## src/logic/thic_defs.vh

```
// Constants of the limit and alert configuration block.
// Assumes inclusion by bare name from the design files under logic/.
`ifndef THIC_DEFS_VH
`define THIC_DEFS_VH

`define THIC_OFF_PLANAR1  8'h04
`define THIC_OFF_PLANAR2  8'h05
`define THIC_OFF_VERT     8'h06
`define THIC_OFF_TEMP     8'h07
`define THIC_OFF_ALERT    8'h08
`define THIC_OFF_GAIN     8'h09
`define THIC_RST_VAL      8'h00

`define THIC_TEMP_ACQ_BIT 0
`define THIC_DONE_EN_BIT  7
`define THIC_LIMIT_EN_BIT 6
`define THIC_PULSE_BIT    5
`define THIC_ROUTE_HI     4
`define THIC_ROUTE_LO     2
`define THIC_RSVD_BIT     1
`define THIC_PIN_DIS_BIT  0
`define THIC_ALERT_WMASK  8'hFD

`define THIC_ROUTE_NONE   3'h0
`define THIC_ROUTE_PIN    3'h1
`define THIC_ROUTE_PIN_NB 3'h2
`define THIC_ROUTE_SCL    3'h3
`define THIC_ROUTE_SCL_NB 3'h4

`define THIC_HYST_DIR_MAX 3'h1
`define THIC_UNITY_GAIN   9'h100
`define THIC_CLK_NS       25
`define THIC_PULSE_NS     10000
`define THIC_PULSE_CYC    (`THIC_PULSE_NS / `THIC_CLK_NS)
`define THIC_DEV_ADDR     7'h35

`endif

```

## src/logic/thic_i2c_target.v

```verilog
// Serial register-access target: byte-wide pointer, auto-increment.
// Assumes raw bus pins sampled by the local clock, far faster than the bus.
`timescale 1ns/1ps
`include "thic_defs.vh"
module thic_i2c_target #(
   parameter [6:0] DEV_ADDR = `THIC_DEV_ADDR
) (
   input  wire       ref_clk_i,
   input  wire       rstn_i,
   input  wire       scl_i,
   input  wire       sda_i,
   output wire       sda_o,
   output wire       sda_oe_o,
   input  wire [7:0] rdata_i,
   output wire [7:0] addr_o,
   output wire [7:0] wdata_o,
   output wire       wr_stb_o,
   output wire       addressed_o,
   output wire       busy_o
);
   localparam [6:0] ST_IDLE = 7'b0000001;
   localparam [6:0] ST_ADDR = 7'b0000010;
   localparam [6:0] ST_AACK = 7'b0000100;
   localparam [6:0] ST_WR   = 7'b0001000;
   localparam [6:0] ST_WACK = 7'b0010000;
   localparam [6:0] ST_RD   = 7'b0100000;
   localparam [6:0] ST_RACK = 7'b1000000;

   reg [2:0] scl_sync_ff;
   reg [2:0] sda_sync_ff;
   reg [6:0] state_ff;
   reg [2:0] bit_cnt_ff;
   reg       got_ff;
   reg [7:0] shift_ff;
   reg [7:0] ptr_ff;
   reg       first_ff;
   reg       rw_ff;
   reg       acked_ff;
   reg       drive_ff;
   reg       busy_ff;
   reg       wr_stb_ff;
   reg       addressed_ff;
   reg [7:0] wdata_ff;
   reg [7:0] waddr_ff;

   wire scl_rise = scl_sync_ff[1] & ~scl_sync_ff[2];
   wire scl_fall = ~scl_sync_ff[1] & scl_sync_ff[2];
   wire sda_now  = sda_sync_ff[1];
   wire start_c  = scl_sync_ff[1] & ~sda_sync_ff[1] & sda_sync_ff[2];
   wire stop_c   = scl_sync_ff[1] & sda_sync_ff[1] & ~sda_sync_ff[2];

   always @(posedge ref_clk_i or negedge rstn_i) begin
      if (!rstn_i) begin
         scl_sync_ff <= 3'h7;
         sda_sync_ff <= 3'h7;
      end else begin
         scl_sync_ff <= {scl_sync_ff[1:0], scl_i};
         sda_sync_ff <= {sda_sync_ff[1:0], sda_i};
      end
   end

   always @(posedge ref_clk_i or negedge rstn_i) begin
      if (!rstn_i) begin
         state_ff     <= ST_IDLE;
         bit_cnt_ff   <= 3'h0;
         got_ff       <= 1'b0;
         shift_ff     <= 8'h00;
         ptr_ff       <= 8'h00;
         first_ff     <= 1'b0;
         rw_ff        <= 1'b0;
         acked_ff     <= 1'b0;
         drive_ff     <= 1'b0;
         busy_ff      <= 1'b0;
         wr_stb_ff    <= 1'b0;
         addressed_ff <= 1'b0;
         wdata_ff     <= 8'h00;
         waddr_ff     <= 8'h00;
      end else begin
         wr_stb_ff    <= 1'b0;
         addressed_ff <= 1'b0;
         if (start_c) begin
            state_ff   <= ST_ADDR;
            bit_cnt_ff <= 3'h0;
            got_ff     <= 1'b0;
            drive_ff   <= 1'b0;
            busy_ff    <= 1'b1;
         end else if (stop_c) begin
            state_ff <= ST_IDLE;
            drive_ff <= 1'b0;
            busy_ff  <= 1'b0;
         end else begin
            case (state_ff)
               ST_ADDR, ST_WR: begin
                  if (scl_rise) begin
                     shift_ff   <= {shift_ff[6:0], sda_now};
                     bit_cnt_ff <= bit_cnt_ff + 3'h1;
                     got_ff     <= (bit_cnt_ff == 3'h7);
                  end else if (scl_fall && got_ff) begin
                     got_ff <= 1'b0;
                     if (state_ff == ST_ADDR) begin
                        if (shift_ff[7:1] == DEV_ADDR) begin
                           state_ff     <= ST_AACK;
                           drive_ff     <= 1'b1;
                           rw_ff        <= shift_ff[0];
                           addressed_ff <= 1'b1;
                        end else begin
                           state_ff <= ST_IDLE;
                        end
                     end else begin
                        state_ff <= ST_WACK;
                        drive_ff <= 1'b1;
                        if (first_ff) begin
                           ptr_ff   <= shift_ff;
                           first_ff <= 1'b0;
                        end else begin
                           waddr_ff  <= ptr_ff;
                           wdata_ff  <= shift_ff;
                           wr_stb_ff <= 1'b1;
                           ptr_ff    <= ptr_ff + 8'h01;
                        end
                     end
                  end
               end
               ST_AACK, ST_WACK: begin
                  if (scl_fall) begin
                     bit_cnt_ff <= 3'h0;
                     if (state_ff == ST_AACK && rw_ff) begin
                        state_ff <= ST_RD;
                        shift_ff <= rdata_i;
                        drive_ff <= ~rdata_i[7];
                        ptr_ff   <= ptr_ff + 8'h01;
                     end else begin
                        state_ff <= ST_WR;
                        drive_ff <= 1'b0;
                        if (state_ff == ST_AACK) begin
                           first_ff <= 1'b1;
                        end
                     end
                  end
               end
               ST_RD: begin
                  if (scl_rise) begin
                     bit_cnt_ff <= bit_cnt_ff + 3'h1;
                     got_ff     <= (bit_cnt_ff == 3'h7);
                  end else if (scl_fall) begin
                     if (got_ff) begin
                        got_ff   <= 1'b0;
                        drive_ff <= 1'b0;
                        state_ff <= ST_RACK;
                     end else begin
                        shift_ff <= {shift_ff[6:0], 1'b0};
                        drive_ff <= ~shift_ff[6];
                     end
                  end
               end
               ST_RACK: begin
                  if (scl_rise) begin
                     acked_ff <= ~sda_now;
                  end else if (scl_fall) begin
                     if (acked_ff) begin
                        state_ff   <= ST_RD;
                        bit_cnt_ff <= 3'h0;
                        shift_ff   <= rdata_i;
                        drive_ff   <= ~rdata_i[7];
                        ptr_ff     <= ptr_ff + 8'h01;
                     end else begin
                        state_ff <= ST_IDLE;
                     end
                  end
               end
               ST_IDLE: begin
                  drive_ff <= 1'b0;
               end
               default: begin
                  state_ff <= ST_IDLE;
                  drive_ff <= 1'b0;
               end
            endcase
         end
      end
   end

   assign sda_o       = 1'b0;
   assign sda_oe_o    = drive_ff;
   assign addr_o      = (wr_stb_ff) ? waddr_ff : ptr_ff;
   assign wdata_o     = wdata_ff;
   assign wr_stb_o    = wr_stb_ff;
   assign addressed_o = addressed_ff;
   assign busy_o      = busy_ff;
endmodule

```

## src/logic/thic_limit_alert.v

```verilog
// Limit-check and alert configuration block of a 3-axis field sensor.
// Assumes conversion results and done pulses arrive on ref_clk_i; the
// serial bus and the alert pin are asynchronous and synchronised here.
//
// Functional notes
// RQ1: First planar limit is signed 8-bit; zero code disables its check.
// RQ2: Second planar limit is signed 8-bit; zero code disables its check.
// RQ3: Vertical limit is signed 8-bit; zero code disables its check.
// RQ4: Planar step is base scale times one plus span bit over 128.
// RQ5: Vertical step is base scale times one plus span bit over 128.
// RQ6: Temperature limit is 7-bit code, 8 C per step, zero disables.
// RQ7: Temperature setup bit 0 turns temperature acquisition on.
// RQ8: Alert setup bit 7 enables alert on conversion set done.
// RQ9: Alert setup bit 6 enables alert on limit crossing.
// RQ10: Bit 5 low latches alert until addressed; high gives 10 us pulse.
// RQ11: Route field picks none, pin, pin-unless-busy, clock line, or variant.
// RQ12: Alert setup bit 0 disables pin for wake-up and trigger use.
// RQ13: Gain value is value/256; zero means unity gain.
// RQ14: Gain goes to axis picked by gain select and axis-pair field.
// RQ15: Limit alert after one crossing, or four when count select is set.
// RQ16: Direction bit picks above or below; ignored when hysteresis over 1.
// RQ17: Gain select low picks first axis of pair, high picks second.
// RQ18: Limits compare against upper eight bits of each conversion result.
// RQ19: The 10 us pulse is timed by counting internal clock cycles.
`timescale 1ns/1ps
`include "thic_defs.vh"
module thic_limit_alert #(
   parameter [6:0] DEV_ADDR   = `THIC_DEV_ADDR,
   parameter       PULSE_CYC  = `THIC_PULSE_CYC
) (
   input  wire       ref_clk_i,
   input  wire       rstn_i,
   input  wire       scl_i,
   output wire       scl_o,
   output wire       scl_oe_o,
   input  wire       sda_i,
   output wire       sda_o,
   output wire       sda_oe_o,
   input  wire       alert_pin_i,
   output wire       alert_pin_o,
   output wire       alert_pin_oe_o,
   input  wire       conv_done_i,
   input  wire [7:0] planar_first_msb_i,
   input  wire [7:0] planar_second_msb_i,
   input  wire [7:0] vertical_msb_i,
   input  wire [6:0] temperature_code_i,
   input  wire       crossing_count_select_i,
   input  wire       limit_direction_i,
   input  wire [2:0] hysteresis_i,
   input  wire       gain_axis_pick_i,
   input  wire [1:0] angle_pair_i,
   output wire       temperature_acquire_on_o,
   output wire       pin_trigger_o,
   output wire [8:0] gain_factor_o,
   output wire [1:0] gain_axis_o,
   output wire       alert_o
);
   reg  [7:0] planar_first_limit_code_ff;
   reg  [7:0] planar_second_limit_code_ff;
   reg  [7:0] vertical_limit_code_ff;
   reg  [7:0] temperature_setup_ff;
   reg  [7:0] alert_setup_ff;
   reg  [7:0] gain_correction_reg_ff;
   reg  [1:0] cross_cnt_ff;
   reg  [1:0] nxt_cross_cnt;
   reg        latched_ff;
   reg [15:0] pulse_cnt_ff;
   reg        pin_oe_ff;
   reg        scl_drv_ff;
   reg  [2:0] pin_sync_ff;
   reg        trig_ff;
   reg  [8:0] gain_factor_ff;
   reg  [1:0] gain_axis_ff;
   reg  [7:0] rdata;
   reg        limit_fire;

   wire [7:0] reg_addr;
   wire [7:0] reg_wdata;
   wire       reg_wr;
   wire       addressed;
   wire       bus_busy;

   wire       done_alert_on  = alert_setup_ff[`THIC_DONE_EN_BIT];
   wire       limit_alert_on = alert_setup_ff[`THIC_LIMIT_EN_BIT];
   wire       pulse_mode     = alert_setup_ff[`THIC_PULSE_BIT];
   wire [2:0] route = alert_setup_ff[`THIC_ROUTE_HI:`THIC_ROUTE_LO];
   wire       alert_pin_disable = alert_setup_ff[`THIC_PIN_DIS_BIT];
   wire [6:0] temperature_limit_code = temperature_setup_ff[7:1];

   // Signed check of one axis; a zero limit never fires.
   function limit_hit;
      input [7:0] value;
      input [7:0] limit;
      input       below;
      begin
         if (limit == 8'h00) begin
            limit_hit = 1'b0;
         end else if (below) begin
            limit_hit = ($signed(value) < $signed(limit));
         end else begin
            limit_hit = ($signed(value) > $signed(limit));
         end
      end
   endfunction

   thic_i2c_target #(
      .DEV_ADDR (DEV_ADDR)
   ) u_target (
      .ref_clk_i   (ref_clk_i),
      .rstn_i      (rstn_i),
      .scl_i       (scl_i),
      .sda_i       (sda_i),
      .sda_o       (sda_o),
      .sda_oe_o    (sda_oe_o),
      .rdata_i     (rdata),
      .addr_o      (reg_addr),
      .wdata_o     (reg_wdata),
      .wr_stb_o    (reg_wr),
      .addressed_o (addressed),
      .busy_o      (bus_busy)
   );

   always @(posedge ref_clk_i or negedge rstn_i) begin
      if (!rstn_i) begin
         planar_first_limit_code_ff  <= `THIC_RST_VAL;
         planar_second_limit_code_ff <= `THIC_RST_VAL;
         vertical_limit_code_ff      <= `THIC_RST_VAL;
         temperature_setup_ff        <= `THIC_RST_VAL;
         alert_setup_ff              <= `THIC_RST_VAL;
         gain_correction_reg_ff      <= `THIC_RST_VAL;
      end else if (reg_wr) begin
         case (reg_addr)
            `THIC_OFF_PLANAR1: planar_first_limit_code_ff <= reg_wdata; // RQ1
            `THIC_OFF_PLANAR2: planar_second_limit_code_ff <= reg_wdata; // RQ2
            `THIC_OFF_VERT:    vertical_limit_code_ff <= reg_wdata; // RQ3
            `THIC_OFF_TEMP:    temperature_setup_ff <= reg_wdata; // RQ6
            `THIC_OFF_ALERT:   alert_setup_ff <= reg_wdata & `THIC_ALERT_WMASK;
            `THIC_OFF_GAIN:    gain_correction_reg_ff <= reg_wdata; // RQ13
            default: begin
            end
         endcase
      end
   end

   always @* begin
      case (reg_addr)
         `THIC_OFF_PLANAR1: rdata = planar_first_limit_code_ff;
         `THIC_OFF_PLANAR2: rdata = planar_second_limit_code_ff;
         `THIC_OFF_VERT:    rdata = vertical_limit_code_ff;
         `THIC_OFF_TEMP:    rdata = temperature_setup_ff;
         `THIC_OFF_ALERT:   rdata = alert_setup_ff;
         `THIC_OFF_GAIN:    rdata = gain_correction_reg_ff;
         default:           rdata = 8'h00;
      endcase
   end

   // Results arrive already scaled by the span bits, so the raw code
   // matches the step of base scale times (1 + span) over 128.
   wire dir_below = limit_direction_i &
                    (hysteresis_i <= `THIC_HYST_DIR_MAX); // RQ16
   wire hit_first  = limit_hit(planar_first_msb_i,
                               planar_first_limit_code_ff, dir_below); // RQ4
   wire hit_second = limit_hit(planar_second_msb_i,
                               planar_second_limit_code_ff, dir_below); // RQ18
   wire hit_vert   = limit_hit(vertical_msb_i,
                               vertical_limit_code_ff, dir_below); // RQ5
   wire hit_temp   = (temperature_limit_code != 7'h00) &&
                     (temperature_code_i > temperature_limit_code); // RQ6
   wire any_hit    = hit_first | hit_second | hit_vert | hit_temp;

   always @* begin
      nxt_cross_cnt = cross_cnt_ff;
      limit_fire    = 1'b0;
      if (conv_done_i && any_hit) begin
         if (!crossing_count_select_i || cross_cnt_ff == 2'h3) begin
            limit_fire    = 1'b1; // RQ15
            nxt_cross_cnt = 2'h0;
         end else begin
            nxt_cross_cnt = cross_cnt_ff + 2'h1;
         end
      end
   end

   wire alert_event = conv_done_i &
                      (done_alert_on | // RQ8
                       (limit_alert_on & limit_fire)); // RQ9

   always @(posedge ref_clk_i or negedge rstn_i) begin
      if (!rstn_i) begin
         cross_cnt_ff <= 2'h0;
         latched_ff   <= 1'b0;
         pulse_cnt_ff <= 16'h0000;
      end else begin
         cross_cnt_ff <= nxt_cross_cnt;
         // A new event in the clearing cycle keeps the latch set.
         if (alert_event && !pulse_mode) begin
            latched_ff <= 1'b1; // RQ10
         end else if (addressed || pulse_mode) begin
            latched_ff <= 1'b0;
         end
         if (alert_event && pulse_mode) begin
            pulse_cnt_ff <= PULSE_CYC[15:0]; // RQ19
         end else if (pulse_cnt_ff != 16'h0000) begin
            pulse_cnt_ff <= pulse_cnt_ff - 16'h0001;
         end
      end
   end

   wire alert_lvl = pulse_mode ? (pulse_cnt_ff != 16'h0000) : latched_ff;

   always @(posedge ref_clk_i or negedge rstn_i) begin
      if (!rstn_i) begin
         pin_oe_ff  <= 1'b0;
         scl_drv_ff <= 1'b0;
      end else begin
         pin_oe_ff  <= 1'b0;
         scl_drv_ff <= 1'b0;
         case (route)
            `THIC_ROUTE_PIN: pin_oe_ff <= alert_lvl & ~alert_pin_disable;
            `THIC_ROUTE_PIN_NB: pin_oe_ff <= alert_lvl & ~bus_busy &
                                             ~alert_pin_disable; // RQ11
            `THIC_ROUTE_SCL: scl_drv_ff <= alert_lvl;
            `THIC_ROUTE_SCL_NB: scl_drv_ff <= alert_lvl & ~bus_busy; // RQ11
            default: begin
            end
         endcase
      end
   end

   // Trigger from a falling pin, ignored while masked or self-driven.
   always @(posedge ref_clk_i or negedge rstn_i) begin
      if (!rstn_i) begin
         pin_sync_ff <= 3'h7;
         trig_ff     <= 1'b0;
      end else begin
         pin_sync_ff <= {pin_sync_ff[1:0], alert_pin_i};
         trig_ff     <= ~pin_sync_ff[1] & pin_sync_ff[2] &
                        ~alert_pin_disable & ~pin_oe_ff; // RQ12
      end
   end

   always @(posedge ref_clk_i or negedge rstn_i) begin
      if (!rstn_i) begin
         gain_factor_ff <= `THIC_UNITY_GAIN;
         gain_axis_ff   <= 2'h0;
      end else begin
         gain_factor_ff <= (gain_correction_reg_ff == 8'h00) ?
                           `THIC_UNITY_GAIN :
                           {1'b0, gain_correction_reg_ff}; // RQ13
         case (angle_pair_i) // RQ14
            2'h1: gain_axis_ff <= gain_axis_pick_i ? 2'h2 : 2'h1; // RQ17
            2'h2: gain_axis_ff <= gain_axis_pick_i ? 2'h3 : 2'h2;
            2'h3: gain_axis_ff <= gain_axis_pick_i ? 2'h3 : 2'h1;
            default: gain_axis_ff <= 2'h0;
         endcase
      end
   end

   assign scl_o            = 1'b0;
   assign scl_oe_o         = scl_drv_ff;
   assign alert_pin_o      = 1'b0;
   assign alert_pin_oe_o   = pin_oe_ff;
   assign pin_trigger_o    = trig_ff;
   assign temperature_acquire_on_o =
      temperature_setup_ff[`THIC_TEMP_ACQ_BIT]; // RQ7
   assign gain_factor_o    = gain_factor_ff;
   assign gain_axis_o      = gain_axis_ff;
   assign alert_o          = alert_lvl;
endmodule

```

## config.mk

```make
export PLATFORM = sky130hd
export DESIGN_NAME = thic_limit_alert
export DESIGN_NICKNAME = d
export VERILOG_FILES = /design/src/logic/thic_i2c_target.v /design/src/logic/thic_limit_alert.v
export VERILOG_INCLUDE_DIRS = /design/src /design/src/logic
export SDC_FILE = /design/constraint.sdc
export NUM_CORES = 1
export LEC_CHECK = 0
export BUFFER_PORTS_ARGS = -buffer_cell sky130_fd_sc_hd__buf_4
export CORE_ASPECT_RATIO = 0.75
export CORE_UTILIZATION = 55
export CTS_CLUSTER_SIZE = 12
export DETAILED_ROUTE_END_ITERATION = 10
export PLACE_DENSITY = 0.74
export SETUP_SLACK_MARGIN = 0.1
export SLEW_MARGIN = 20
export SYNTH_ARGS = -nofsm -noshare
export SYNTH_HDL_FRONTEND = slang
export SYNTH_SLANG_ARGS = --single-unit
```

## constraint.sdc

```tcl
create_clock -name ref_clk_i -period 3.6 [get_ports ref_clk_i]
set_input_delay 0.72 -clock ref_clk_i [delete_from_list [all_inputs] [get_ports ref_clk_i]]
set_output_delay 0.72 -clock ref_clk_i [all_outputs]
set_load 0.03 [all_outputs]
```

After elaboration in Yosys (flattened, before gate mapping)
Index checks and enable logic that the tools add are counted.
{ "word_totals": {"reg_bits": 139, "input_bits": 45, "out_inout_bits": 20, "wordCells": 287} }
{ "op_classes": {"add_sub_neg": 4, "magnitude_cmp": 8, "eq_ne": 56, "n_mux": 111, "bitwise_logic": 34, "reduce_logical": 43} }
{ "ops": {"columns": ["cell", "count"], "rows": [
  ["$mux W8", 19],
  ["$mux W7", 10],
  ["$mux W1", 54],
  ["$pmux W8 S6", 1],
  ["$pmux W7 S5", 1],
  ["$eq A8 B3 Y1 const B", 4],
  ["$logic_not A8 Y1", 4],
  ["$mux W16", 2],
  ["$ne A4 B1 Y1 const B", 8],
  ["$pmux W8 S4", 1],
  ["$reduce_and A9 Y1", 3],
  ["$gt A8 B8 Y1", 3],
  ["$lt A8 B8 Y1", 3],
  ["$mux W3", 8],
  ["$pmux W8 S3", 1],
  ["$reduce_and A7 Y1", 3],
  ["$ne A2 B1 Y1 const B", 9],
  ["$eq A8 B4 Y1 const B", 2],
  ["$reduce_bool A16 Y1", 1],
  ["$sub A16 B1 Y16 const B", 1],
  ["$and A1 B1 Y1", 15],
  ["$ne A3 B1 Y1 const B", 5],
  ["$not A1 Y1", 15],
  ["$eq A7 B6 Y1 const B", 2],
  ["other kinds (42)", 81]
]} }

Depth between registers and ports, before layout
Gate-level depths: netlist of run 1.
{ "logic_depth": {"word_depth": 14, "depth_mapped": 10} }

Modules after synthesis
A second synthesis of run 1 with hierarchy kept.
{ "hier_totals": {"cells_unflattened": 767, "hier_area_um2": 7776.2} }
{ "modules_own_cells": {"columns": ["module", "n_inst", "cells_each", "area_per_inst_um2", "seq_area_each_um2"], "rows": [
  ["thic_limit_alert", 1, 467, 4743.3, 2082.0],
  ["thic_i2c_target", 1, 300, 3032.9, 1410.1]
]} }

Worst setup path after synthesis of run 1
Ideal clock, no wire load.
{ "synth_timing": {"kind": "input port to flip-flop", "from": "in planar_first_msb_i[5]", "to": "reg pulse_cnt_ff[8]", "setup_time_ns": 0.131, "arrival_ns": 2.798, "required_time_ns": 3.469, "setup_slack_ns": 0.671, "cell_stages": 8, "cell_sequence": "ha_1 a21oi_1 o21ai_0 a2111oi_0 mux2i_1 o311ai_1 o311a_1 or3_1"} }
{ "synth_via": {"elab_chain_len": 13} }
{ "synth_rtl": {"columns": ["element", "line_no", "rtl"], "rows": [
  ["start, declared", "thic_limit_alert.v:43", "input wire [7:0] planar_first_msb_i,"],
  ["$gt A8 B8 Y1 or $lt A8 B8 Y1 (tied branches)", "thic_limit_alert.v:101, thic_limit_alert.v:99", null],
  ["$mux W1 *", "thic_limit_alert.v:98", "end else if (below) begin"],
  ["$mux W1 *", "thic_limit_alert.v:96", "if (limit == 8'h00) begin"],
  ["$or A1 B1 Y1 * (3 in a row)", "thic_limit_alert.v:169", "wire any_hit = hit_first | hit_second | hit_vert | hit_temp;"],
  ["$logic_and A1 B1 Y1 *", "thic_limit_alert.v:174", "if (conv_done_i && any_hit) begin"],
  ["$mux W1 *", "thic_limit_alert.v:174", null],
  ["$and A1 B1 Y1 *", "thic_limit_alert.v:186", "(limit_alert_on & limit_fire));"],
  ["$or A1 B1 Y1 *", "thic_limit_alert.v:185", "(done_alert_on |"],
  ["$and A1 B1 Y1 *", "thic_limit_alert.v:184", "wire alert_event = conv_done_i &"],
  ["$logic_and A1 B1 Y1 *", "thic_limit_alert.v:201", "if (alert_event && pulse_mode) begin"],
  ["$mux W16 or $reduce_bool A2 Y1 (tied branches)", null, null],
  ["end signal, assigned", "thic_limit_alert.v:202", "pulse_cnt_ff <= PULSE_CYC[15:0];"],
  ["end signal, assigned", "thic_limit_alert.v:204", "pulse_cnt_ff <= pulse_cnt_ff - 16'h0001;"],
  ["end, declared", "thic_limit_alert.v:67", "reg [15:0] pulse_cnt_ff;"]
]} }
Every way passes the cells marked *; elsewhere a longest branch is shown, timed or not.
A chain may end at the register's enable or synchronous reset.

Worst setup path after layout of run 1
{ "layout_timing": {"from": "reg pulse_cnt_ff[4]", "to": "out alert_o"} }
{ "layout_via": {"elab_chain_len": 2} }
{ "layout_rtl": {"columns": ["element", "line_no", "rtl"], "rows": [
  ["$reduce_bool A16 Y1", "thic_limit_alert.v:209", "wire alert_lvl = pulse_mode ? (pulse_cnt_ff != 16'h0000) : latched_ff;"],
  ["$mux W1", "thic_limit_alert.v:209", null],
  ["end, declared", "thic_limit_alert.v:56", "output wire alert_o"]
]} }
No other way between the ends.

==> flow_summary.html, run 1 <==
<table>
<tr><th>Metric</th><th>Value</th></tr>
<tr><th colspan="2">GRT</th></tr>
<tr><td>GR Layer Usage met2</td><td>0.4507</td></tr>
<tr><td>Number of antenna violations at the first check in global routing</td><td>0</td></tr>
<tr><td>Highest-utilization routing layer at the global route stage</td><td>met2</td></tr>
<tr><td>Wire length of the first global-routing pass</td><td>between 30000 and 40000 µm</td></tr>
<tr><td>Overflow left after global routing</td><td>0</td></tr>
<tr><td>Met3 usage</td><td>0.07749</td></tr>
<tr><td>Overall fraction of global-route tracks in use</td><td>0.2925</td></tr>
<tr><td>Global-route met1 utilization</td><td>0.4031</td></tr>
<tr><td>Number of global-route vias before repair</td><td>between 6000 and 7000</td></tr>
<tr><td>Pin count of the biggest net entering global routing</td><td>76</td></tr>
<tr><th colspan="2">Critical path</th></tr>
<tr><td>FF-to-FF path depth</td><td>9</td></tr>
<tr><td>Type of the setup path with the least slack</td><td>flip-flop to primary output</td></tr>
<tr><td>Crit path cell chain</td><td>nor4_1 -&gt; nand3b_1 -&gt; nor3_2 -&gt; nand2_1 -&gt; o21ai_0 -&gt; inv_1 -&gt; buf_4</td></tr>
<tr><td>Sort of element at the start of the critical path</td><td>flip-flop</td></tr>
<tr><td>Arrival @ worst endpoint</td><td>about 2.5 ns</td></tr>
<tr><td>Highest fanout seen on the critical path</td><td>5</td></tr>
<tr><td>Cell with the largest stage delay on the worst path</td><td>sky130_fd_sc_hd__nor4_1</td></tr>
<tr><td>Largest incremental delay on the critical path</td><td>approximately 0.56 ns</td></tr>
<tr><td>Crit Reg-Reg Endpoint</td><td>pulse_cnt_ff[7]</td></tr>
<tr><td>R2R setup slack</td><td>0.56 ns</td></tr>
<tr><td>Critical Path RT</td><td>~2.9 ns</td></tr>
<tr><td>Crit path capture type</td><td>primary output</td></tr>
<tr><td>Worst flop-to-flop path startpoint</td><td>planar_first_limit_code_ff[3]</td></tr>
<tr><th colspan="2">Floorplan</th></tr>
<tr><td>Die Span Y</td><td>103.3 µm</td></tr>
<tr><td>CORE AREA</td><td>about 13000 µm²</td></tr>
<tr><td>Placement Rows</td><td>36</td></tr>
<tr><td>Effective utilization at floorplan</td><td>0.5723</td></tr>
<tr><td>DIE AREA</td><td>between 10000 and 15000 µm²</td></tr>
<tr><td>Ports</td><td>65</td></tr>
<tr><td>DIE WIDTH</td><td>between 100 and 150 µm</td></tr>
<tr><th colspan="2">Finish</th></tr>
<tr><td>Post-layout instance area</td><td>8783 µm²</td></tr>
<tr><td>Final Util</td><td>0.6678</td></tr>
<tr><td>Register with the highest flop count</td><td>pulse_cnt_ff</td></tr>
<tr><td>Sequential cell area in the final layout</td><td>about 3500 µm²</td></tr>
<tr><td>Commonest non-fill, non-tap cell in the layout</td><td>sky130_fd_sc_hd__dfrtp_1</td></tr>
<tr><td>Commonest cells after routing, fill and taps aside</td><td>sky130_fd_sc_hd__dfrtp_1, sky130_fd_sc_hd__nand2_1, sky130_fd_sc_hd__buf_4, sky130_fd_sc_hd__inv_1, sky130_fd_sc_hd__nor2_1</td></tr>
<tr><td>Number of flip-flops under the largest register name</td><td>16</td></tr>
<tr><td>Number of nets in the layout</td><td>913</td></tr>
<tr><td>Antenna Cells</td><td>0</td></tr>
<tr><td>Fillers</td><td>1029</td></tr>
<tr><td>Layout cell share with drive strength beyond 1</td><td>0.2135</td></tr>
<tr><td>Multi-input logic area</td><td>3691 µm²</td></tr>
<tr><td>Area growth, synth to finish</td><td>16.69%</td></tr>
<tr><th colspan="2">Yosys</th></tr>
<tr><td>Dominant cell type by area after synthesis</td><td>sky130_fd_sc_hd__dfrtp_1</td></tr>
<tr><td>Ys async rst share</td><td>1.000</td></tr>
<tr><td>Area share of the largest cell type after synthesis</td><td>0.4255</td></tr>
<tr><td>Share of synthesized cell area in and, or, nand and nor gates</td><td>0.1792</td></tr>
<tr><td>Instance count of the mapped netlist</td><td>772</td></tr>
<tr><td>Compound-gate portion of the synthesized area</td><td>0.1358</td></tr>
<tr><td>Syn_area_per_cell</td><td>~9.8 µm²</td></tr>
<tr><td>Count of distinct cell types in the synthesized netlist</td><td>73</td></tr>
<tr><td>Largest cells by area after synthesis</td><td>sky130_fd_sc_hd__dfrtp_1, sky130_fd_sc_hd__mux2_2, sky130_fd_sc_hd__ha_1</td></tr>
<tr><td>Synth Area in Adders</td><td>0.06316</td></tr>
<tr><td>Post-Synth XOR/XNOR Area</td><td>0.01862</td></tr>
<tr><td>Sequential cell area fraction in the yosys report</td><td>0.4639</td></tr>
<tr><td>Predominant post-synthesis flop cell</td><td>sky130_fd_sc_hd__dfrtp_1</td></tr>
<tr><td>Number of enable-type register cells in the synthesized netlist</td><td>0</td></tr>
<tr><td>Fraction of synthesized area in multiplexers</td><td>0.09209</td></tr>
<tr><td>Post-Syn Area</td><td>about 7500 µm²</td></tr>
<tr><td>Combinational family with the most area after synthesis</td><td>simple AND/OR/NAND/NOR gates</td></tr>
<tr><td>Number of register bits inferred by synthesis</td><td>between 100 and 150</td></tr>
<tr><td>Count of yosys warnings during synthesis</td><td>0</td></tr>
<tr><th colspan="2">Clock tree</th></tr>
<tr><td>Maximum clock insertion buffer count</td><td>2</td></tr>
<tr><td>Clock buffers created by TritonCTS</td><td>17</td></tr>
<tr><td>Setup Buffers After CTS</td><td>0</td></tr>
<tr><td>Clock tree from TritonCTS</td><td>built</td></tr>
<tr><td>Clk pin slew, worst setup/hold paths</td><td>~0.060 ns</td></tr>
<tr><td>Cts hold-fix bufs</td><td>0</td></tr>
<tr><td>Post-cts sizing count</td><td>0</td></tr>
<tr><td>Worst skew pair latency</td><td>about 0.42 ns</td></tr>
<tr><td>TritonCTS sink count</td><td>approximately 140</td></tr>
<tr><td>Number of H-tree levels</td><td>4</td></tr>
<tr><td>Root buffer cell</td><td>sky130_fd_sc_hd__clkbuf_16</td></tr>
<tr><th colspan="2">Power and ir drop</th></tr>
<tr><td>Static Leakage</td><td>between 4 and 5 nW</td></tr>
<tr><td>Power per unit of standard cell area</td><td>about 460 nW/µm²</td></tr>
<tr><td>Highest ir drop seen on vdd</td><td>slightly below 0.4 mV</td></tr>
<tr><th colspan="2">Placement</th></tr>
<tr><td>Final RePlAce weighted congestion</td><td>around 0.9</td></tr>
<tr><td>HPWL after DPL</td><td>about 14000 µm</td></tr>
<tr><td>Port-buffer cells</td><td>60</td></tr>
<tr><td>Area after DPL</td><td>roughly 8200 µm²</td></tr>
<tr><th colspan="2">Timing</th></tr>
<tr><td>RSZ-0062 raised after global routing</td><td>no</td></tr>
<tr><td>Max_slew headroom</td><td>0.3579</td></tr>
<tr><td>Hold violation count in the final report</td><td>0</td></tr>
<tr><td>Fmax</td><td>312.3 MHz</td></tr>
<tr><td>Total count of max-transition violations in the final report</td><td>0</td></tr>
<tr><td>Ratio of final minimum period to clock period</td><td>0.8894</td></tr>
<tr><td>Aggregate negative setup slack</td><td>0 ns</td></tr>
<tr><td>Final critical delay including setup and external delays</td><td>roughly 3.2 ns</td></tr>
<tr><td>Final setup vio count</td><td>0</td></tr>
<tr><td>Worst slew pin tran</td><td>0.9586 ns</td></tr>
<tr><td>Clock skew</td><td>roughly 0.012 ns</td></tr>
<tr><th colspan="2">Detailed routing</th></tr>
<tr><td>Post-route DRC violation count</td><td>0</td></tr>
<tr><td>Avg Vias per Cell</td><td>6.138</td></tr>
<tr><td>Iteration-0 DRC Markers</td><td>between 500 and 600</td></tr>
<tr><td>Routed WL per cell</td><td>approximately 19 µm</td></tr>
<tr><td>Routed WL</td><td>18820 µm</td></tr>
<tr><td>Detail Route Antenna Nets</td><td>0</td></tr>
<tr><td>Vias after detailed routing</td><td>~6200</td></tr>
<tr><td>Drt first pass iters</td><td>5</td></tr>
<tr><th colspan="2">Outcome</th></tr>
<tr><td>Result of the run</td><td>finished clean</td></tr>
<tr><th colspan="2">Run</th></tr>
<tr><td>Maximum Capacitance Violations</td><td>0</td></tr>
<tr><th colspan="2">Worst hold path</th></tr>
<tr><td>Class of the tightest hold or removal check</td><td>input port to async pin</td></tr>
</table>
-- worst max path at each step --
stage | depth (start not counted) | from | endpoint
6_report | 7 | pulse_cnt_ff[4] | alert_o
5_1_grt | 7 | pulse_cnt_ff[4] | alert_o
4_1_cts | 7 | pulse_cnt_ff[4] | alert_o
3_5_place_dp | 10 | planar_first_msb_i[3] | pulse_cnt_ff[11]
3_3_place_gp | 9 | planar_first_msb_i[5] | pulse_cnt_ff[4]
2_1_floorplan | 8 | planar_first_msb_i[5] | pulse_cnt_ff[8]
-- logic make-up after synthesis --
group           Yosys count
simple gates            267
compound gates          161
flops                   139
buf+inv                  88
mux                      62
fa+ha+maj                38
xor+xnor                 16
other cells               1
-- per-stage QoR --
step / instances / setup slack, ns / hold slack, ns / power [W]
2_1_floorplan: 774 / 0.6710 / 0.3452 / 0.002046
3_3_place_gp: 982 / 0.2526 / 0.3461 / 0.002209
3_5_place_dp: 982 / 0.1974 / 0.3472 / 0.002231
4_1_cts: 1014 / 0.4000 / 0.3074 / 0.004037
5_1_grt: 1014 / 0.1679 / 0.3331 / 0.004179
6_report: 1014 / 0.3981 / 0.2846 / 0.004020
-- final cells by class --
class,count,area share
clock buffers,19,0.05157
multi-input cells,547,0.4202
clock inverters,13,0.01895
flip-flops and latches,139,0.3976
repair buffers,75,0.06595
well taps,171,0.02436
inverters,50,0.02137
-- report_power, final --
part	switching [W]	total [W]	leakage (nW)	internal [W]
logic	0.000301	0.000488	1.89	0.000187
registers	0.0000985	0.00173	1.83	0.00163
clock network	0.000675	0.00180	0.296	0.00113
-- worst max-delay path, delay by kind of cell, from the launching register on --
| family | cells | cell delay, ns |
|---|---|---|
| compound gates | 1 | 0.17 |
| buf+inv | 2 | 0.30 |
| flops | 1 | 0.40 |
| simple gates | 4 | 1.19 |
-- cell usage after synthesis, drive strengths merged (7+ instances only) --
master,instances
dfrtp,128
nand2,94
nor2,51
inv,50
mux2,48
o21ai,47
a21oi,43
ha,38
clkbuf,27
nor3,22
nor4,17
nand3,15
mux2i,13
buf,11
dfstp,11
nand2b,10
nand4,9
xor2,9
a211oi,7
nor2b,7
o211ai,7
o22a,7
o22ai,7
or3,7
xnor2,7
-- per-layer routing --
layer | up-vias | wire length (µm)
li1 | 2873 | -
met1 | 3039 | 8226
met2 | 278 | 8524
met3 | 34 | 1805
met4 | 0 | 262
met5 | - | 0
No activity file was read; power rests on OpenSTA's default activity.
==> run 2, diff against run 1 <==
--- a/config.mk
+++ b/config.mk
@@ -7,11 +7,13 @@
 export NUM_CORES = 1
 export LEC_CHECK = 0
 export BUFFER_PORTS_ARGS = -buffer_cell sky130_fd_sc_hd__buf_4
+export CELL_PAD_IN_SITES_DETAIL_PLACEMENT = 2
+export CELL_PAD_IN_SITES_GLOBAL_PLACEMENT = 2
 export CORE_ASPECT_RATIO = 0.75
-export CORE_UTILIZATION = 55
+export CORE_UTILIZATION = 38
 export CTS_CLUSTER_SIZE = 12
 export DETAILED_ROUTE_END_ITERATION = 10
-export PLACE_DENSITY = 0.74
+export PLACE_DENSITY_LB_ADDON = 0.1
 export SETUP_SLACK_MARGIN = 0.1
 export SLEW_MARGIN = 20
 export SYNTH_ARGS = -nofsm -noshare
==> run 2 against run 1 <==
Compared with the run above: clock skew is 0.0024 ns lower; final cell count grew 8.4%; register-to-register slack worse by 0.05 ns; maximum frequency increased by 1.7%; clock power barely moved; routed wire length rose by 34%; combinational power increased by 13%; sequential cell count did not move; die area up 44%; largest power group unchanged.
==> flow_summary.html, run 2 (synthesis results as in run 1) <==
<table>
<tr><th>Metric</th><th>Value</th></tr>
<tr><th colspan="2">Finish</th></tr>
<tr><td>Multi-input logic area</td><td>3697 µm² (was 3691 µm²)</td></tr>
<tr><td>Commonest non-fill, non-tap cell in the layout</td><td>sky130_fd_sc_hd__dfrtp_1 (unchanged)</td></tr>
<tr><td>Register with the highest flop count</td><td>pulse_cnt_ff (unchanged)</td></tr>
<tr><td>Final non-filler cell total</td><td>1099 (was 1014)</td></tr>
<tr><td>Number of nets in the layout</td><td>917 (was 913)</td></tr>
<tr><td>Number of flip-flops under the largest register name</td><td>16 (unchanged)</td></tr>
<tr><td>Commonest cells after routing, fill and taps aside</td><td>sky130_fd_sc_hd__dfrtp_1, sky130_fd_sc_hd__nand2_1, sky130_fd_sc_hd__buf_4, sky130_fd_sc_hd__inv_1, sky130_fd_sc_hd__nor2_1 (unchanged)</td></tr>
<tr><td>Layout cell share with drive strength beyond 1</td><td>0.2151 (was 0.2135)</td></tr>
<tr><td>Fillers</td><td>2064 (was 1029)</td></tr>
<tr><td>Final Util</td><td>0.4586 (was 0.6678)</td></tr>
<tr><td>Area growth, synth to finish</td><td>18.07% (was 16.69%)</td></tr>
<tr><td>Sequential cell area in the final layout</td><td>3492 µm² (unchanged)</td></tr>
<tr><td>Antenna Cells</td><td>0 (unchanged)</td></tr>
<tr><th colspan="2">Clock tree</th></tr>
<tr><td>Clock buffers created by TritonCTS</td><td>17 (unchanged)</td></tr>
<tr><td>Clk pin slew, worst setup/hold paths</td><td>0.07 ns (was 0.06 ns)</td></tr>
<tr><td>Maximum clock insertion buffer count</td><td>2 (unchanged)</td></tr>
<tr><td>TritonCTS sink count</td><td>139 (unchanged)</td></tr>
<tr><td>Root buffer cell</td><td>sky130_fd_sc_hd__clkbuf_16 (unchanged)</td></tr>
<tr><td>Number of H-tree levels</td><td>4 (unchanged)</td></tr>
<tr><td>Setup Buffers After CTS</td><td>0 (unchanged)</td></tr>
<tr><td>Worst skew pair latency</td><td>0.43 ns (was 0.42 ns)</td></tr>
<tr><td>Cts hold-fix bufs</td><td>0 (unchanged)</td></tr>
<tr><td>Clock tree from TritonCTS</td><td>built (unchanged)</td></tr>
<tr><th colspan="2">Detailed routing</th></tr>
<tr><td>Detail Route Antenna Nets</td><td>0 (unchanged)</td></tr>
<tr><td>Post-route DRC violation count</td><td>0 (unchanged)</td></tr>
<tr><td>Avg Vias per Cell</td><td>5.725 (was 6.138)</td></tr>
<tr><td>Routed WL per cell</td><td>22.91 µm (was 18.56 µm)</td></tr>
<tr><td>Iteration-0 DRC Markers</td><td>319 (was 547)</td></tr>
<tr><td>Drt first pass iters</td><td>4 (was 5)</td></tr>
<tr><td>Vias after detailed routing</td><td>6292 (was 6224)</td></tr>
<tr><td>Routed WL</td><td>25180 µm (was 18820 µm)</td></tr>
<tr><th colspan="2">Critical path</th></tr>
<tr><td>R2R setup slack</td><td>0.51 ns (was 0.56 ns)</td></tr>
<tr><td>Crit path capture type</td><td>primary output (unchanged)</td></tr>
<tr><td>Capture point of the worst path</td><td>alert_o (unchanged)</td></tr>
<tr><td>Critical Path RT</td><td>2.88 ns (about the same)</td></tr>
<tr><td>Worst setup path startpoint</td><td>pulse_cnt_ff[9] (was pulse_cnt_ff[4])</td></tr>
<tr><td>Worst flop-to-flop path startpoint</td><td>planar_first_limit_code_ff[3] (unchanged)</td></tr>
<tr><td>Arrival @ worst endpoint</td><td>2.43 ns (was 2.48 ns)</td></tr>
<tr><td>Crit Reg-Reg Endpoint</td><td>pulse_cnt_ff[11] (was pulse_cnt_ff[7])</td></tr>
<tr><td>FF-to-FF path depth</td><td>12 (was 9)</td></tr>
<tr><td>Highest fanout seen on the critical path</td><td>5 (unchanged)</td></tr>
<tr><td>Sort of element at the start of the critical path</td><td>flip-flop (unchanged)</td></tr>
<tr><td>Type of the setup path with the least slack</td><td>flip-flop to primary output (unchanged)</td></tr>
<tr><th colspan="2">Run</th></tr>
<tr><td>Maximum Capacitance Violations</td><td>0 (unchanged)</td></tr>
<tr><th colspan="2">Timing</th></tr>
<tr><td>Fmax</td><td>317.6 MHz (was 312.3 MHz)</td></tr>
<tr><td>Total count of max-transition violations in the final report</td><td>0 (unchanged)</td></tr>
<tr><td>Max_slew headroom</td><td>0.5642 (was 0.3579)</td></tr>
<tr><td>Clock skew</td><td>0.01009 ns (was 0.01247 ns)</td></tr>
<tr><td>RSZ-0062 raised after global routing</td><td>no (unchanged)</td></tr>
<tr><td>Worst slew pin tran</td><td>0.6513 ns (was 0.9586 ns)</td></tr>
<tr><td>Final setup vio count</td><td>0 (unchanged)</td></tr>
<tr><td>Aggregate negative setup slack</td><td>0 ns (unchanged)</td></tr>
<tr><td>Worst-case setup margin in the final layout</td><td>0.4510 ns (was 0.3981 ns)</td></tr>
<tr><td>Ratio of final minimum period to clock period</td><td>0.8747 (was 0.8894)</td></tr>
<tr><td>Hold violation count in the final report</td><td>0 (unchanged)</td></tr>
<tr><td>Final critical delay including setup and external delays</td><td>3.149 ns (was 3.202 ns)</td></tr>
<tr><th colspan="2">Placement</th></tr>
<tr><td>Setup slack at placement</td><td>0.09081 ns (was 0.1974 ns)</td></tr>
<tr><td>Cell count after placement</td><td>1068 (was 982)</td></tr>
<tr><td>HPWL after DPL</td><td>17740 µm (was 13710 µm)</td></tr>
<tr><td>Final RePlAce weighted congestion</td><td>0.8040 (was 0.9164)</td></tr>
<tr><td>Port-buffer cells</td><td>60 (unchanged)</td></tr>
<tr><th colspan="2">GRT</th></tr>
<tr><td>Overall fraction of global-route tracks in use</td><td>0.2628 (was 0.2925)</td></tr>
<tr><td>Number of global-route vias before repair</td><td>6967 (was 6177)</td></tr>
<tr><td>Overflow left after global routing</td><td>0 (unchanged)</td></tr>
<tr><td>Pin count of the biggest net entering global routing</td><td>83 (was 76)</td></tr>
<tr><td>Wire length of the first global-routing pass</td><td>39790 µm (was 31290 µm)</td></tr>
<tr><td>Number of antenna violations at the first check in global routing</td><td>0 (unchanged)</td></tr>
<tr><th colspan="2">Worst hold path</th></tr>
<tr><td>Class of the tightest hold or removal check</td><td>input port to async pin (unchanged)</td></tr>
<tr><th colspan="2">Power and ir drop</th></tr>
<tr><td>Highest ir drop seen on vdd</td><td>0.2480 mV (was 0.3964 mV)</td></tr>
<tr><td>Static Leakage</td><td>4.017 nW (was 4.011 nW)</td></tr>
<tr><td>Power per unit of standard cell area</td><td>457.5 nW/µm² (was 457.7 nW/µm²)</td></tr>
<tr><td>Total power</td><td>0.004066 W (was 0.004020 W)</td></tr>
<tr><th colspan="2">Floorplan</th></tr>
<tr><td>CORE AREA</td><td>19380 µm² (was 13150 µm²)</td></tr>
<tr><td>DIE WIDTH</td><td>164.5 µm (was 137.1 µm)</td></tr>
<tr><td>Ports</td><td>65 (unchanged)</td></tr>
<tr><td>Die Span Y</td><td>123.9 µm (was 103.3 µm)</td></tr>
<tr><td>Effective utilization at floorplan</td><td>0.3884 (was 0.5723)</td></tr>
<tr><td>Placement Rows</td><td>44 (was 36)</td></tr>
<tr><td>DIE AREA</td><td>20380 µm² (was 14160 µm²)</td></tr>
<tr><th colspan="2">Outcome</th></tr>
<tr><td>Result of the run</td><td>finished clean (unchanged)</td></tr>
</table>
run 2: changes by cell type in the layout (fill, tap and decap cells not counted):
cell	before	now
sky130_fd_sc_hd__clkinv_2	2	4
sky130_fd_sc_hd__clkinv_4	4	3
sky130_fd_sc_hd__buf_4	73	77
sky130_fd_sc_hd__nor4_1	15	14
sky130_fd_sc_hd__nor4_2	2	3
sky130_fd_sc_hd__clkbuf_1	0	2
sky130_fd_sc_hd__inv_6	1	0
sky130_fd_sc_hd__clkinvlp_4	3	2
sky130_fd_sc_hd__clkbuf_8	2	0
run 2: routing by layer:
layer	part of all wire	vias to the layer above	track usage	wire, µm
met5	0	-	0	0
met4	0.015	0	0.08028	386
met3	0.032	29	0.04329	816
met2	0.48	110	0.4372	12010
met1	0.48	3280	0.3521	11970
li1	-	2873	-	-
run 2: worst min-delay path by stage:
stage / slack, ns / endpoint / cells past startpoint / startpoint
detailed placement: 0.35 / u_target.scl_sync_ff[1] / 0 / u_target.scl_sync_ff[0]
global route: 0.30 / planar_second_limit_code_ff[1] / 1 / rstn_i
global placement: 0.35 / u_target.sda_sync_ff[1] / 0 / u_target.sda_sync_ff[0]
finish: 0.27 / planar_second_limit_code_ff[1] / 1 / rstn_i
floorplan: 0.35 / pin_sync_ff[1] / 0 / pin_sync_ff[0]
CTS: 0.28 / planar_second_limit_code_ff[1] / 1 / rstn_i
run 2: critical path, stage by stage (launching register included):
cell and delay (ns):
sky130_fd_sc_hd__dfrtp_1 0.42, sky130_fd_sc_hd__or4_4 0.53, sky130_fd_sc_hd__or2_4 0.28, sky130_fd_sc_hd__nor3_2 0.23, sky130_fd_sc_hd__nand2_1 0.08, sky130_fd_sc_hd__o21ai_0 0.20, sky130_fd_sc_hd__inv_1 0.08, sky130_fd_sc_hd__buf_4 0.18
run 2: where the power goes:
part	switching, W	total (W)	internal, W
Clock	0.000699	0.00178	0.00108
Sequential	0.000106	0.00174	0.00163
Combinational	0.000358	0.000549	0.000191
run 2: cell type report:
cell class / count / area share
inverter: 50 / 0.02112
sequential: 139 / 0.3929
multi-input combinational: 547 / 0.4160
tap: 253 / 0.03562
clock buffer: 19 / 0.04871
timing repair buffer: 79 / 0.06856
clock inverter: 12 / 0.01704
run 2: what timing repair did:
| item | CTS | global route |
|---|---|---|
| resized for setup | 0 | 1 |
| hold endpoints to repair | 0 | 0 |
| setup endpoints to repair | 0 | 1 |
run 2: stage by stage:
stage          hold WS [ns]  instance area (µm²)
3_5_place_dp         0.3503                 8297
2_1_floorplan        0.3452                 7535
4_1_cts              0.2788                 8881
5_1_grt              0.3002                 8887
3_3_place_gp         0.3455                 8297
6_report             0.2692                 8887
